[src/core/abu_cfg.svh]
// address break unit: register offsets, field positions and reset values
`ifndef ABU_CFG_SVH
`define ABU_CFG_SVH

// ====================================================
// register byte offsets on the wishbone slave
`define ABU_OFS_CONTROL 4'h0
`define ABU_OFS_STATUS 4'h4
`define ABU_OFS_ADDRESS 4'h8
`define ABU_OFS_DATA 4'hC

// ====================================================
// break_condition_control field positions
`define ABU_CTL_RTINT_BIT 7
`define ABU_CTL_CSEL_HI 6
`define ABU_CTL_CSEL_LO 5
`define ABU_CTL_ACMP_HI 4
`define ABU_CTL_ACMP_LO 2
`define ABU_CTL_DCMP_HI 1
`define ABU_CTL_DCMP_LO 0

// ====================================================
// break_status field positions
`define ABU_STS_FLAG_BIT 7
`define ABU_STS_IE_BIT 6

// ====================================================
// reset values
`define ABU_RST_CONTROL 8'h80
`define ABU_RST_STS_RSVD 6'h3F
`define ABU_RST_ADDRESS 16'hFFFF
`define ABU_RST_DATA 16'h0000

`endif

[src/core/abu_pkg.sv]
// address break unit: shared types
package abu_pkg;

  // ====================================================
  // break cycle type select
  typedef enum logic [1:0] {
    ABU_CYC_FETCH = 2'h0,
    ABU_CYC_READ = 2'h1,
    ABU_CYC_WRITE = 2'h2,
    ABU_CYC_RDWR = 2'h3
  } abu_cycle_t;

  // ====================================================
  // data compare select
  typedef enum logic [1:0] {
    ABU_DCMP_NONE = 2'h0,
    ABU_DCMP_LOW = 2'h1,
    ABU_DCMP_HIGH = 2'h2,
    ABU_DCMP_WORD = 2'h3
  } abu_dcmp_t;

  // ====================================================
  // splitter for word access to 8-bit i/o space
  typedef enum logic [1:0] {
    ABU_SPL_IDLE = 2'b01,
    ABU_SPL_SECOND = 2'b10
  } abu_split_t;

endpackage

[src/core/abu_address_break.sv]
// address break unit: wishbone registers, bus comparator, break request
//
// The address map and register access over Wishbone were left to the implementer.
`timescale 1ns/1ps
`default_nettype none
`include "abu_cfg.svh"

module abu_address_break (
  input wire logic clk,
  input wire logic reset,
  // wishbone classic slave
  input wire logic wb_cyc_i,
  input wire logic wb_stb_i,
  input wire logic wb_we_i,
  input wire logic [3:0] wb_adr_i,
  input wire logic [3:0] wb_sel_i,
  input wire logic [31:0] wb_dat_i,
  output logic [31:0] wb_dat_o,
  output logic wb_ack_o,
  // cpu internal bus, one cycle per access
  input wire logic cpuValid,
  input wire logic cpuFetch,
  input wire logic cpuRead,
  input wire logic cpuWrite,
  input wire logic cpuWord,
  input wire logic cpuIo8,
  input wire logic [15:0] cpuAddr,
  input wire logic [15:0] cpuData,
  // cpu instruction progress
  input wire logic cpuInstrDone,
  input wire logic cpuRteDone,
  // requests toward the cpu
  output logic breakIrq,
  output logic allIrqHold
);
  import abu_pkg::*;

  // ====================================================
  // register state
  logic rtIntEn_q, breakFlag_q, breakIe_q, flagSeen_q, resetHold_q, rteHold_q;
  logic splitRead_q, splitWrite_q;
  abu_cycle_t cycleSel_q;
  logic [2:0] addrSel_q;
  abu_dcmp_t dataSel_q;
  logic [15:0] breakAddr_q, breakData_q, splitAddr_q;
  abu_split_t split_q;
  logic [7:0] splitByte_q;

  // ====================================================
  // functions

  // mask of address bits that take part in the compare
  function automatic logic [15:0] addrMask(input logic [2:0] sel);
    logic [15:0] m;
    m = 16'hFFFF;
    unique case (sel)
      3'h1: m = 16'hFFF0;
      3'h2: m = 16'hFF00;
      3'h3: m = 16'hF000;
      // reserved codes fall back to a full compare
      default: m = 16'hFFFF;
    endcase
    return m;
  endfunction

  // data match on the lanes that carry data this cycle
  function automatic logic dataHit(
    input abu_dcmp_t sel,
    input logic [15:0] ref16,
    input logic [15:0] bus,
    input logic hiLane,
    input logic loLane
  );
    logic hit;
    hit = 1'b1;
    unique case (sel)
      ABU_DCMP_NONE: hit = 1'b1;
      ABU_DCMP_LOW: hit = loLane && (bus[7:0] == ref16[7:0]);
      ABU_DCMP_HIGH: hit = hiLane && (bus[15:8] == ref16[15:8]);
      ABU_DCMP_WORD: hit = hiLane && loLane && (bus == ref16);
    endcase
    return hit;
  endfunction

  // cycle type match for one observed access
  function automatic logic cycleHit(
    input abu_cycle_t sel,
    input logic fetch,
    input logic rd,
    input logic wr
  );
    logic hit;
    hit = 1'b0;
    unique case (sel)
      ABU_CYC_FETCH: hit = fetch;
      ABU_CYC_READ: hit = rd && !fetch;
      ABU_CYC_WRITE: hit = wr;
      ABU_CYC_RDWR: hit = (rd && !fetch) || wr;
    endcase
    return hit;
  endfunction

  // ====================================================
  // wishbone decode
  logic wbReq, wbWrite, wbRead;
  logic selCtl, selSts, selAddr, selData;

  // single-cycle request qualifier, one ack per request
  assign wbReq = wb_cyc_i && wb_stb_i && !wb_ack_o;
  assign wbWrite = wbReq && wb_we_i;
  assign wbRead = wbReq && !wb_we_i;
  assign selCtl = (wb_adr_i == `ABU_OFS_CONTROL);
  assign selSts = (wb_adr_i == `ABU_OFS_STATUS);
  assign selAddr = (wb_adr_i == `ABU_OFS_ADDRESS);
  assign selData = (wb_adr_i == `ABU_OFS_DATA);

  // ack one cycle after the request; unmapped offsets ack and read zero
  always_ff @(posedge clk or posedge reset) begin
    if (reset) begin
      wb_ack_o <= 1'b0;
    end else begin
      wb_ack_o <= wbReq;
    end
  end

  // ====================================================
  // register views
  logic [7:0] ctlView, stsView;

  assign ctlView = {rtIntEn_q, cycleSel_q, addrSel_q, dataSel_q};
  // reserved status bits always read as ones
  assign stsView = {breakFlag_q, breakIe_q, `ABU_RST_STS_RSVD};

  // read data registered with the ack
  always_ff @(posedge clk or posedge reset) begin
    if (reset) begin
      wb_dat_o <= 32'h0000_0000;
    end else if (wbRead) begin
      wb_dat_o <= 32'h0000_0000;
      if (selCtl) begin
        wb_dat_o[7:0] <= ctlView;
      end
      if (selSts) begin
        wb_dat_o[7:0] <= stsView;
      end
      if (selAddr) begin
        wb_dat_o[15:0] <= breakAddr_q;
      end
      if (selData) begin
        wb_dat_o[15:0] <= breakData_q;
      end
    end
  end

  // ====================================================
  // control register
  always_ff @(posedge clk or posedge reset) begin
    if (reset) begin
      rtIntEn_q <= 1'b1;
      cycleSel_q <= ABU_CYC_FETCH;
      addrSel_q <= 3'h0;
      dataSel_q <= ABU_DCMP_NONE;
    end else if (wbWrite && selCtl && wb_sel_i[0]) begin
      rtIntEn_q <= wb_dat_i[`ABU_CTL_RTINT_BIT];
      cycleSel_q <= abu_cycle_t'(wb_dat_i[`ABU_CTL_CSEL_HI:`ABU_CTL_CSEL_LO]);
      // 1XX is never written by correct software
      addrSel_q <= wb_dat_i[`ABU_CTL_ACMP_HI:`ABU_CTL_ACMP_LO];
      dataSel_q <= abu_dcmp_t'(wb_dat_i[`ABU_CTL_DCMP_HI:`ABU_CTL_DCMP_LO]);
    end
  end

  // break address, byte lanes 0 and 1
  always_ff @(posedge clk or posedge reset) begin
    if (reset) begin
      breakAddr_q <= `ABU_RST_ADDRESS;
    end else if (wbWrite && selAddr) begin
      if (wb_sel_i[0]) begin
        breakAddr_q[7:0] <= wb_dat_i[7:0];
      end
      if (wb_sel_i[1]) begin
        breakAddr_q[15:8] <= wb_dat_i[15:8];
      end
    end
  end

  // break data; low and high byte compares use bits 7:0 and 15:8
  always_ff @(posedge clk or posedge reset) begin
    if (reset) begin
      breakData_q <= `ABU_RST_DATA;
    end else if (wbWrite && selData) begin
      if (wb_sel_i[0]) begin
        breakData_q[7:0] <= wb_dat_i[7:0];
      end
      if (wb_sel_i[1]) begin
        breakData_q[15:8] <= wb_dat_i[15:8];
      end
    end
  end

  // ====================================================
  // word access to 8-bit i/o: replay the odd byte next cycle
  logic ioSplit;

  assign ioSplit = cpuValid && cpuWord && cpuIo8 && (split_q == ABU_SPL_IDLE);

  // second byte carries the odd address and the low data byte
  always_ff @(posedge clk or posedge reset) begin
    if (reset) begin
      split_q <= ABU_SPL_IDLE;
      splitAddr_q <= 16'h0000;
      splitByte_q <= 8'h00;
      splitRead_q <= 1'b0;
      splitWrite_q <= 1'b0;
    end else begin
      unique case (split_q)
        ABU_SPL_IDLE: begin
          if (ioSplit && !cpuFetch) begin
            split_q <= ABU_SPL_SECOND;
            splitAddr_q <= {cpuAddr[15:1], 1'b1};
            splitByte_q <= cpuData[7:0];
            splitRead_q <= cpuRead;
            splitWrite_q <= cpuWrite;
          end
        end
        ABU_SPL_SECOND: begin
          split_q <= ABU_SPL_IDLE;
        end
      endcase
    end
  end

  // ====================================================
  // comparator inputs for this cycle
  logic obsValid, obsFetch, obsRead, obsWrite, laneHi, laneLo;
  logic [15:0] obsAddr, obsData;

  // the replayed byte takes priority; a new access in that cycle is not compared
  always_comb begin
    obsValid = cpuValid;
    obsFetch = cpuFetch;
    obsRead = cpuRead;
    obsWrite = cpuWrite;
    obsAddr = cpuAddr;
    obsData = cpuData;
    laneHi = 1'b1;
    laneLo = 1'b1;
    if (split_q == ABU_SPL_SECOND) begin
      obsValid = 1'b1;
      obsFetch = 1'b0;
      obsRead = splitRead_q;
      obsWrite = splitWrite_q;
      obsAddr = splitAddr_q;
      obsData = {splitByte_q, 8'h00};
      laneLo = 1'b0;
    end else if (cpuIo8 && !cpuFetch) begin
      // first byte of 8-bit i/o access rides the upper lane
      obsData = {cpuData[15:8], 8'h00};
      laneLo = 1'b0;
    end else if (!cpuWord && !cpuFetch) begin
      laneLo = 1'b0;
    end else if (cpuWord && cpuAddr[0] && !cpuFetch) begin
      laneHi = 1'b0;
    end
  end

  // ====================================================
  // match decision, all terms from the same cycle
  logic addrHit, matchNow;

  assign addrHit = ((obsAddr ^ breakAddr_q) & addrMask(addrSel_q)) == 16'h0000;
  // fetch breaks compare address and cycle only
  assign matchNow = obsValid && addrHit
    && cycleHit(cycleSel_q, obsFetch, obsRead, obsWrite)
    && (obsFetch || dataHit(dataSel_q, breakData_q, obsData, laneHi, laneLo));

  // ====================================================
  // break flag and enable
  logic stsWrite, flagClear;

  assign stsWrite = wbWrite && selSts && wb_sel_i[0];
  assign flagClear = stsWrite && !wb_dat_i[`ABU_STS_FLAG_BIT] && flagSeen_q;

  // remember that software saw the flag set
  always_ff @(posedge clk or posedge reset) begin
    if (reset) begin
      flagSeen_q <= 1'b0;
    end else if (stsWrite || !breakFlag_q) begin
      flagSeen_q <= 1'b0;
    end else if (wbRead && selSts) begin
      flagSeen_q <= 1'b1;
    end
  end

  // a match in the clearing cycle wins over the clear
  always_ff @(posedge clk or posedge reset) begin
    if (reset) begin
      breakFlag_q <= 1'b0;
    end else if (matchNow) begin
      breakFlag_q <= 1'b1;
    end else if (flagClear) begin
      breakFlag_q <= 1'b0;
    end
  end

  // writing a one to the flag has no effect
  always_ff @(posedge clk or posedge reset) begin
    if (reset) begin
      breakIe_q <= 1'b0;
    end else if (stsWrite) begin
      breakIe_q <= wb_dat_i[`ABU_STS_IE_BIT];
    end
  end

  // ====================================================
  // interrupt gating around reset and return-from-exception

  // stack pointer is not set up until the first instruction runs
  always_ff @(posedge clk or posedge reset) begin
    if (reset) begin
      resetHold_q <= 1'b1;
    end else if (cpuInstrDone) begin
      resetHold_q <= 1'b0;
    end
  end

  // with rtIntEn_q clear, one instruction must run after a return before a new request
  always_ff @(posedge clk or posedge reset) begin
    if (reset) begin
      rteHold_q <= 1'b0;
    end else if (cpuRteDone) begin
      rteHold_q <= !rtIntEn_q;
    end else if (cpuInstrDone) begin
      rteHold_q <= 1'b0;
    end
  end

  // global hold covers every source, the non-maskable one included
  assign allIrqHold = resetHold_q;

  // no global mask input: the cpu must take this regardless; it
  // begins exception handling only at instruction end
  assign breakIrq = breakFlag_q && breakIe_q
    && !resetHold_q && !rteHold_q;

endmodule // abu_address_break

`default_nettype wire

[config.mk]
export PLATFORM = sky130hd
export DESIGN_NAME = abu_address_break
export DESIGN_NICKNAME = d
export VERILOG_FILES = /design/src/core/abu_pkg.sv /design/src/core/abu_address_break.sv
export VERILOG_INCLUDE_DIRS = /design/src /design/src/core
export SDC_FILE = /design/constraint.sdc
export NUM_CORES = 1
export LEC_CHECK = 0
export ABC_AREA = 1
export BUFFER_PORTS_ARGS = -buffer_cell sky130_fd_sc_hd__buf_2
export CAP_MARGIN = 15
export CORE_UTILIZATION = 58
export DETAILED_ROUTE_END_ITERATION = 7
export PLACE_DENSITY_LB_ADDON = 0.08
export SYNTH_ARGS = -nofsm -noshare
export SYNTH_HDL_FRONTEND = slang
export SYNTH_SLANG_ARGS = --single-unit
[constraint.sdc]
create_clock -name clk -period 4.6 [get_ports clk]
set_input_delay 0.92 -clock clk [delete_from_list [all_inputs] [get_ports clk]]
set_output_delay 0.92 -clock clk [all_outputs]
set_load 0.03 [all_outputs]
-- Word-level counts from Yosys, hierarchy flattened
Index checks and enable logic that the tools add are counted.
- eq/ne operators: 18
- multiplexer cells: 29
- bitwise logic cells: 2
- reduce and logical (&&, ||, !) cells: 57
- operators with widths (operator ; count):
    16-bit 2-to-1 mux ; 4
    12-bit case mux with 3 select lines ; 1
    1-bit logical AND ; 32
    8-bit 2-to-1 mux ; 3
    1-bit 2-to-1 mux ; 17
    16-bit bitwise AND ; 1
    16-bit == test ; 1
    8-bit == test ; 2
    16-bit logical NOT ; 1
    16-bit XOR ; 1
    2-bit == test, second input constant ; 5
    1-bit logical NOT ; 10
    2-bit AND reduction ; 5
    4-bit == test, second input constant ; 2
    1-bit case mux with 4 select lines ; 2
    2-bit by 1-bit == test with 1-bit output, second input constant ; 3
    3-bit by 2-bit == test with 1-bit output, second input constant ; 2
    2-bit nonzero test ; 3
    4-bit by 3-bit == test with 1-bit output, second input constant ; 1
    2-bit logical NOT ; 2
    4-bit logical NOT ; 1
    2-bit case mux with 2 select lines ; 1
    3-bit by 1-bit == test with 1-bit output, second input constant ; 1
    1-bit logical OR ; 3
    other kinds (2) ; 2
- register bits after elaboration: 90
- input port bits: 85
- output and inout bits: 35
- logic and storage cells: 126

-- Depth between registers and ports, before layout
Gate-level depths: netlist (run 1).
- depth after elaboration: 12
- gate-level depth with buffers: 15
- gate-level depth less buffers: 15

-- Worst setup path before layout (run 1)
OpenSTA, ideal clock, no wires.
- path type: input to register
- start: input port wb_adr_i[0]
- end: register breakData_q[15]
- setup time: 0.130 ns
- data arrival time: 2.000 ns
- required time: 4.470 ns
- path slack: 2.470 ns
- stages on the path: 9
- path buffers: 1
- path through: inv_1 > nand2_1 > nor2_2 > nand2_1 > inv_2 > nand3_1 > clkbuf_1 > nand2_1 > o21ai_1
- cells in the longest elaborated chain, start to end: 3
- ends and longest elaborated chain (what ; line ; source):
    start, declared ; abu_address_break.sv:15 ; input wire logic [3:0] wb_adr_i,
    4-bit == test (no source line) ; - ;
    1-bit logical AND ; abu_address_break.sv:190 ; end else if (wbWrite && selData) begin
    2-bit AND reduction (no source line) ; - ;
    end signal, assigned ; abu_address_break.sv:189 ; breakData_q <= `ABU_RST_DATA;
    end signal, assigned ; abu_address_break.sv:195 ; breakData_q[15:8] <= wb_dat_i[15:8];
    end, declared ; abu_address_break.sv:45 ; logic [15:0] breakAddr_q, breakData_q, splitAddr_q;
No other way between the ends.
A chain may end at the register's enable or synchronous reset.

-- Worst setup path after layout (run 1)
- start: input port wb_adr_i[1]
- end: register breakData_q[10]
The elaborated chain is that of the path after synthesis.

==> summary.md, run 1 <==
| Metric | Value |
|---|---|
| Outcome | finished clean |
| Synth Flop Type | dfrtp_1 |
| Dpl hpwl | around 8.5 mm |
| CP startpoint kind | input pin |
| Simple-Gate Fraction of Synth Area | between 20% and 30% |
| Crit Path Max Fanout | 16 |
| Drt initial violations | roughly 320 |
| Commonest non-fill, non-tap cell in the layout | nand2_1 |
| Setup CP Type | input pin to register |
| Initial antenna violation count | 0 |
| Cells after synthesis | about 640 |
| Worst skew pair latency | ~0.36 ns |
| Clk_skew | between 0.009 and 0.01 ns |
| Post-CTS Resized | 0 |
| Worst-Margin Slew | 0.915 ns |
| Maximum VDD drop | around 0.29 mV |
| Max Cap Viol | 0 |
| Worst setup EP type | register |
| Sequential cell area fraction in the yosys report | 47.7% |
| Final setup fails | 0 |
| Clock transition at path regs | approximately 0.090 ns |
| Most frequent cells in the layout | nand2_1, buf_2, inv_1 |
| Final Hold Viols | 0 |
| Final Non-Filler Cells | 821 |
| CP Cell Sequence | buf_2, inv_1, nand2_1, nor2_2, nand2_1, inv_2, nand3_1, nand2_1, o21ai_1 |
| Worst EP required | ~4.8 ns |
| Count of pins over their slew limit | 0 |
| Nets | 799 |
| Part of the power in combinational logic | 30.7% |
| Via count | approximately 4300 |
| Buf+Inv Stages, Crit Path | 3 |
| Yosys Warn Count | 0 |
| Crit path max-delay family | simple AND/OR/NAND/NOR gates |
| Avg Cell Area, Syn | around 7.5 um^2 |
| Slew HR | 39.0% |
| Gr usage total | approximately 30% |
| Die height | about 93 um |
| Core area | slightly below 8000 um^2 |
| Overall power | around 2.3 mW |
| Vias in the first global route | a little over 4000 |
| CTS tree | done |
| RSZ-0062 raised after global routing | false |
| Root buf cell | clkbuf_8 |
| Die width | 92.7 um |
| DR vias/cell | around 5.2 |
| Psw | roughly 0.86 mW |
| XOR/XNOR Fraction of Synth Area | between 1 and 1.5% |
| Final ANT Viol Nets | 0 |
| Residual DRC | 0 |
| Bufs on Longest Clock Path | 2 |
| Critical Path Slowest Stage Cell | nand3_1 |
| Port bufs | 85 |
| Switching share of power | between 30% and 40% |
| DR WL/cell | between 10 and 15 um |
| Largest family of logic cells by synthesized area | simple AND/OR/NAND/NOR gates |
| Setup TNS | 0 ns |
| Clk pwr share | between 20% and 30% |
| Post-CTS Setup Bufs | 0 |
| # diodes | 0 |
| Flop pwr share | 45.6% |
| Post-synth cell types | 34 |
| Asr flop ratio synth | between 90% and 100% |
| Adder-cell share of the synthesized area | 0% |
| Fin Hold WS | 0.447 ns |
| Worst path max stage delay | ~0.46 ns |
| Post-Syn Area | ~4800 um^2 |
| GRT Residual Overflow | 0 |
| Ports | 120 |
| Complex-gate fraction of the synthesized area | roughly 15% |
| Pin count of the biggest net entering global routing | between 50 and 60 |
| EDFF count, synth | 0 |
| Crit-path most repeated cell | nand2_1 |
| Max Fclk | around 380 MHz |
| CTS Hold Bufs | 0 |
| Htree depth | 3 |
| Starting density of the core | around three fifths |
| CTS sink cnt | 90 |
| Area delta synth->final | 12.8% |
| Final worst path period need | 2.62 ns |
| Worst EP arrival | between 2 and 3 ns |
| Cell Int Power | 1.49 mW |
| Final period util | a little under three fifths |
| Mux cell area share after synthesis | 0% |
| Row count | 32 |
| PwrDens | 436 nW/um^2 |
| Post-Place Cells | 805 |
| Leakage | around 2.8 nW |
| CTS Buf Count | 9 |
| Worst Hold Class | register to register |
| 1st-pass router iterations | 7 |
| WL final | 11.6 mm |
| Share of cells above drive strength 1 | 18.5% |
| Finished Core Util | 68.5% |
| Synthesized flop and latch total | 90 |
| Die area | 8590 um^2 |
| RD Place Congestion | 0.919 |
| First-pass GRT wire length | 19.4 mm |
| Fill cell count | 701 |
[synth_stat cells (all sizes together), types with 2 or more instances]
cell type  instances  share of area [%]
nand2            208                 17
o21ai             98                 10
inv               87                6.9
dfrtp             71                 37
nor2              32                2.8
nand3             31                3.3
buf               25                3.7
dfstp             19                 10
clkbuf            10               0.79
a221oi             8                1.5
o211ai             7                1.1
xor2               7                1.3
a21oi              6               0.63
o22ai              6               0.79
or2                6               0.79
a31oi              4               0.52
clkinv             3               0.24
nor3               2               0.21
[routing by layer]
metal,GRT usage (%),part of all wire (%),wire length (um),up-vias
met5,0,0,0,-
met4,14.2,4.0,466,0
met3,5.01,4.8,550,32
met2,48.2,48,5590,148
met1,37.7,43,4960,1969
li1,-,-,-,2161
[stage by stage]
step	worst slack, ns	cell area (um^2)
final	1.98	5380
after global routing	1.72	5380
after CTS	2.02	5380
after detailed placement	1.65	5170
after global placement	1.75	5170
after floorplan	1.38	4820
[final timing paths]
check / to / from / cells past startpoint / slack, ns
max: breakData_q[10]$_DFFE_PP0P_ / wb_adr_i[1] / 9 / 1.98
min: wb_ack_o$_DFF_PP0_ / wb_ack_o$_DFF_PP0_ / 1 / 0.45
max reg2reg: breakFlag_q$_DFFE_PP0P_ / split_q[0]$_DFFE_PP1P_ / 12 / 2.49
min reg2reg: wb_ack_o$_DFF_PP0_ / wb_ack_o$_DFF_PP0_ / 1 / 0.45
max in group asynchronous: split_q[0]$_DFFE_PP1P_ / reset / 3 / 2.88
min in group asynchronous: splitAddr_q[4]$_DFFE_PP0P_ / reset / 2 / 0.71
[flip-flops by register name (all words and copies together), names as in the netlist, 2 cells and up]
name	flops
split_q	2
breakData_q	16
splitAddr_q	16
wb_dat_o	16
cycleSel_q	2
addrSel_q	3
breakAddr_q	16
dataSel_q	2
splitByte_q	8
[power by group through the flow]
stage | clock network (mW) | logic (mW) | registers [mW]
floorplan | 0 | 0.580 | 1.07
global placement | 0 | 0.688 | 1.08
detailed placement | 0 | 0.714 | 1.08
CTS | 0.564 | 0.721 | 1.07
global route | 0.593 | 0.836 | 1.09
finish | 0.558 | 0.720 | 1.07
[final cells by class]
type,count,area [um^2],share of cell area [%]
Clock buffer,12,155,2.89
Clock inverter,4,50.0,0.931
Inverter,90,339,6.31
Multi-Input combinational cell,437,2000,37.1
Sequential cell,90,2280,42.3
Tap cell,102,128,2.37
Timing Repair Buffer,86,433,8.05
[logic make-up after synthesis]
family / count (synthesis)
compound gates: 132
xor+xnor: 7
flops: 90
other cells: 1
buf+inv: 125
simple gates: 282
(Power assumes the default switching activity.)
==> run 2: changes to the inputs <==
--- a/config.mk
+++ b/config.mk
@@ -9,7 +9,7 @@
 export ABC_AREA = 1
 export BUFFER_PORTS_ARGS = -buffer_cell sky130_fd_sc_hd__buf_2
 export CAP_MARGIN = 15
-export CORE_UTILIZATION = 58
+export CORE_UTILIZATION = 48
 export DETAILED_ROUTE_END_ITERATION = 7
 export PLACE_DENSITY_LB_ADDON = 0.08
 export SYNTH_ARGS = -nofsm -noshare
==> constraint.sdc (replaced) <==
create_clock -name clk -period 2.2 [get_ports clk]
set_input_delay 0.44 -clock clk [delete_from_list [all_inputs] [get_ports clk]]
set_output_delay 0.44 -clock clk [all_outputs]
set_load 0.03 [all_outputs]
==> run 2 against run 1 <==
Net effect:
- largest cell class unchanged
- via count down 0.19%
- die area up 20%
- clock-buffer cell count down 2
- global-route usage down 4.5 points
- power up 110%
- first-iteration DRC count down 38%
- sequential cell count unchanged
- worst hold slack worse by 0.27 ns
==> summary.md, run 2 (synthesis gave the netlist of run 1 again) <==
| Metric | Value |
|---|---|
| DR vias/cell | approximately 5.0 |
| CTS sink cnt | 90 |
| Final Hold Viols | 0 |
| Clk pwr share | a little under a quarter |
| Critical Path Slowest Stage Cell | dfstp_2 |
| Final ANT Viol Nets | 0 |
| RSZ-0062 raised after global routing | false |
| Pin count of the biggest net entering global routing | 44 |
| Initial antenna violation count | 0 |
| Worst setup EP type | register |
| Die width | just over 100 um |
| Ports | between 100 and 150 |
| First-pass GRT wire length | 19.3 mm |
| Starting density of the core | about half |
| CTS tree | done |
| Max Cap Viol | 0 |
| Flop pwr share | between 40% and 50% |
| Outcome | finished clean |
| CTS Hold Bufs | 0 |
| Worst path max stage delay | around 0.57 ns |
| Slew HR | a little over half |
| Final Non-Filler Cells | approximately 870 |
| CP startpoint kind | register |
| Final worst path period need | 1.96 ns |
| Post-Place Cells | approximately 850 |
| Drt initial violations | just under 200 |
| Overall power | about 5.0 mW |
| Port bufs | 85 |
| Most frequent cells in the layout | nand2_1, buf_2, inv_1 |
| Fill cell count | around 940 |
| Crit-path most repeated cell | nand2_1 |
| Bufs on Longest Clock Path | 2 |
| Worst skew pair latency | about 0.37 ns |
| DR WL/cell | about 14 um |
| CTS Buf Count | 9 |
| Area delta synth->final | 17.0% |
| Root buf cell | clkbuf_8 |
| Commonest non-fill, non-tap cell in the layout | nand2_1 |
| Worst-Margin Slew | just over 0.7 ns |
| Dpl hpwl | between 9 and 10 mm |
| Crit Path Max Fanout | 26 |
| Clock transition at path regs | about 0.10 ns |
| GRT Residual Overflow | 0 |
| Die area | a little over 10000 um^2 |
| Global route hottest layer | met2 |
| Clk_skew | roughly 0.017 ns |
| Worst EP arrival | about 2.3 ns |
| 1st-pass router iterations | 5 |
| Post-CTS Resized | 0 |
| Setup CP Type | register to register |
| Via count | 4302 |
| Leakage | 2.89 nW |
| Cell Int Power | roughly 3.1 mW |
| Final period util | between 80% and 90% |
| Worst Hold Class | input pin to async pin |
| Routing usage on met2 | roughly 40% |
| Post-CTS Setup Bufs | 0 |
| # diodes | 0 |
| Htree depth | 3 |
| Residual DRC | 0 |
| Maximum VDD drop | roughly 0.4 mV |
| WL final | ~12 mm |
| Switching share of power | about 37% |
| Grt met1 use | between 30% and 40% |
| Nets | between 800 and 900 |
| Share of cells above drive strength 1 | 20.3% |
| PwrDens | about 890 nW/um^2 |
| CP Cell Sequence | inv_2, nand2_4, buf_12, o21ai_1, or2_1, nand3_1, nand2_1, nor2_1, nand2_1, nor2_1, nand2_1, nand2_1 |
| Worst EP required | about 2.5 ns |
| Gr usage total | 24.8% |
| Final setup fails | 0 |
| Die height | approximately 100 um |
| Setup TNS | 0 ns |
| GRT met3 Usage | between 4 and 5% |
| Core area | around 9700 um^2 |
| Psw | roughly 1.8 mW |
| Part of the power in combinational logic | around a third |
| Row count | 36 |
| RD Place Congestion | 0.879 |
| Count of pins over their slew limit | 0 |
| Max Fclk | 511 MHz |
| Vias in the first global route | ~4000 |
-- run 2: cell type report --
| class | count | area [um^2] | area share (%) |
|---|---|---|---|
| clock inverters | 6 | 67.6 | 1.21 |
| well taps | 133 | 166 | 2.98 |
| clock buffers | 10 | 128 | 2.29 |
| inverters | 90 | 342 | 6.12 |
| repair buffers | 102 | 603 | 10.8 |
| multi-input cells | 437 | 2000 | 35.8 |
| flip-flops and latches | 90 | 2280 | 40.8 |
-- run 2: metal layers --
| metal | vias to the layer above | routed length, um |
|---|---|---|
| li1 | 2188 | - |
| met1 | 1949 | 5300 |
| met2 | 140 | 5460 |
| met3 | 25 | 667 |
| met4 | 0 | 430 |
| met5 | - | 0 |
-- run 2: worst max-delay path: cells and delay by family, from the launching register on --
kind	cells	cell delay, ns
buffers and inverters	2	0.26
AOI/OAI and AO/OA	1	0.09
and+or+nand+nor	9	0.98
DFF	1	0.57
-- run 2: final timing paths --
path | end | startpoint | cells past startpoint | slack (ns)
worst max-delay path | breakFlag_q$_DFFE_PP0P_ | split_q[0]$_DFFE_PP1P_ | 12 | 0.24
worst min-delay path | wb_ack_o$_DFF_PP0_ | reset | 2 | 0.18
worst max register to register | breakFlag_q$_DFFE_PP0P_ | split_q[0]$_DFFE_PP1P_ | 12 | 0.24
worst min register to register | allIrqHold$_DFFE_PP1P_ | allIrqHold$_DFFE_PP1P_ | 2 | 0.45
max in group asynchronous | breakAddr_q[15]$_DFFE_PP1P_ | reset | 3 | 1.39
min in group clk | allIrqHold$_DFFE_PP1P_ | cpuInstrDone | 2 | 0.19
-- run 2: power by group through the flow --
stage	registers, mW	logic [mW]	clock network, mW
CTS	2.21	1.62	1.17
global placement	2.23	1.57	0
finish	2.21	1.61	1.15
detailed placement	2.24	1.61	0
global route	2.26	1.87	1.23
floorplan	2.24	1.21	0
-- run 2: through the flow --
stage	hold slack, ns	utilization (%)	setup WS [ns]	instance area [um^2]
global route	0.175	57.6	0.107	5580
detailed placement	0.434	55.6	0.239	5380
finish	0.176	57.6	0.244	5580
global placement	0.432	55.6	0.266	5380
CTS	0.171	57.6	0.225	5580
floorplan	0.422	-	0.550	4830
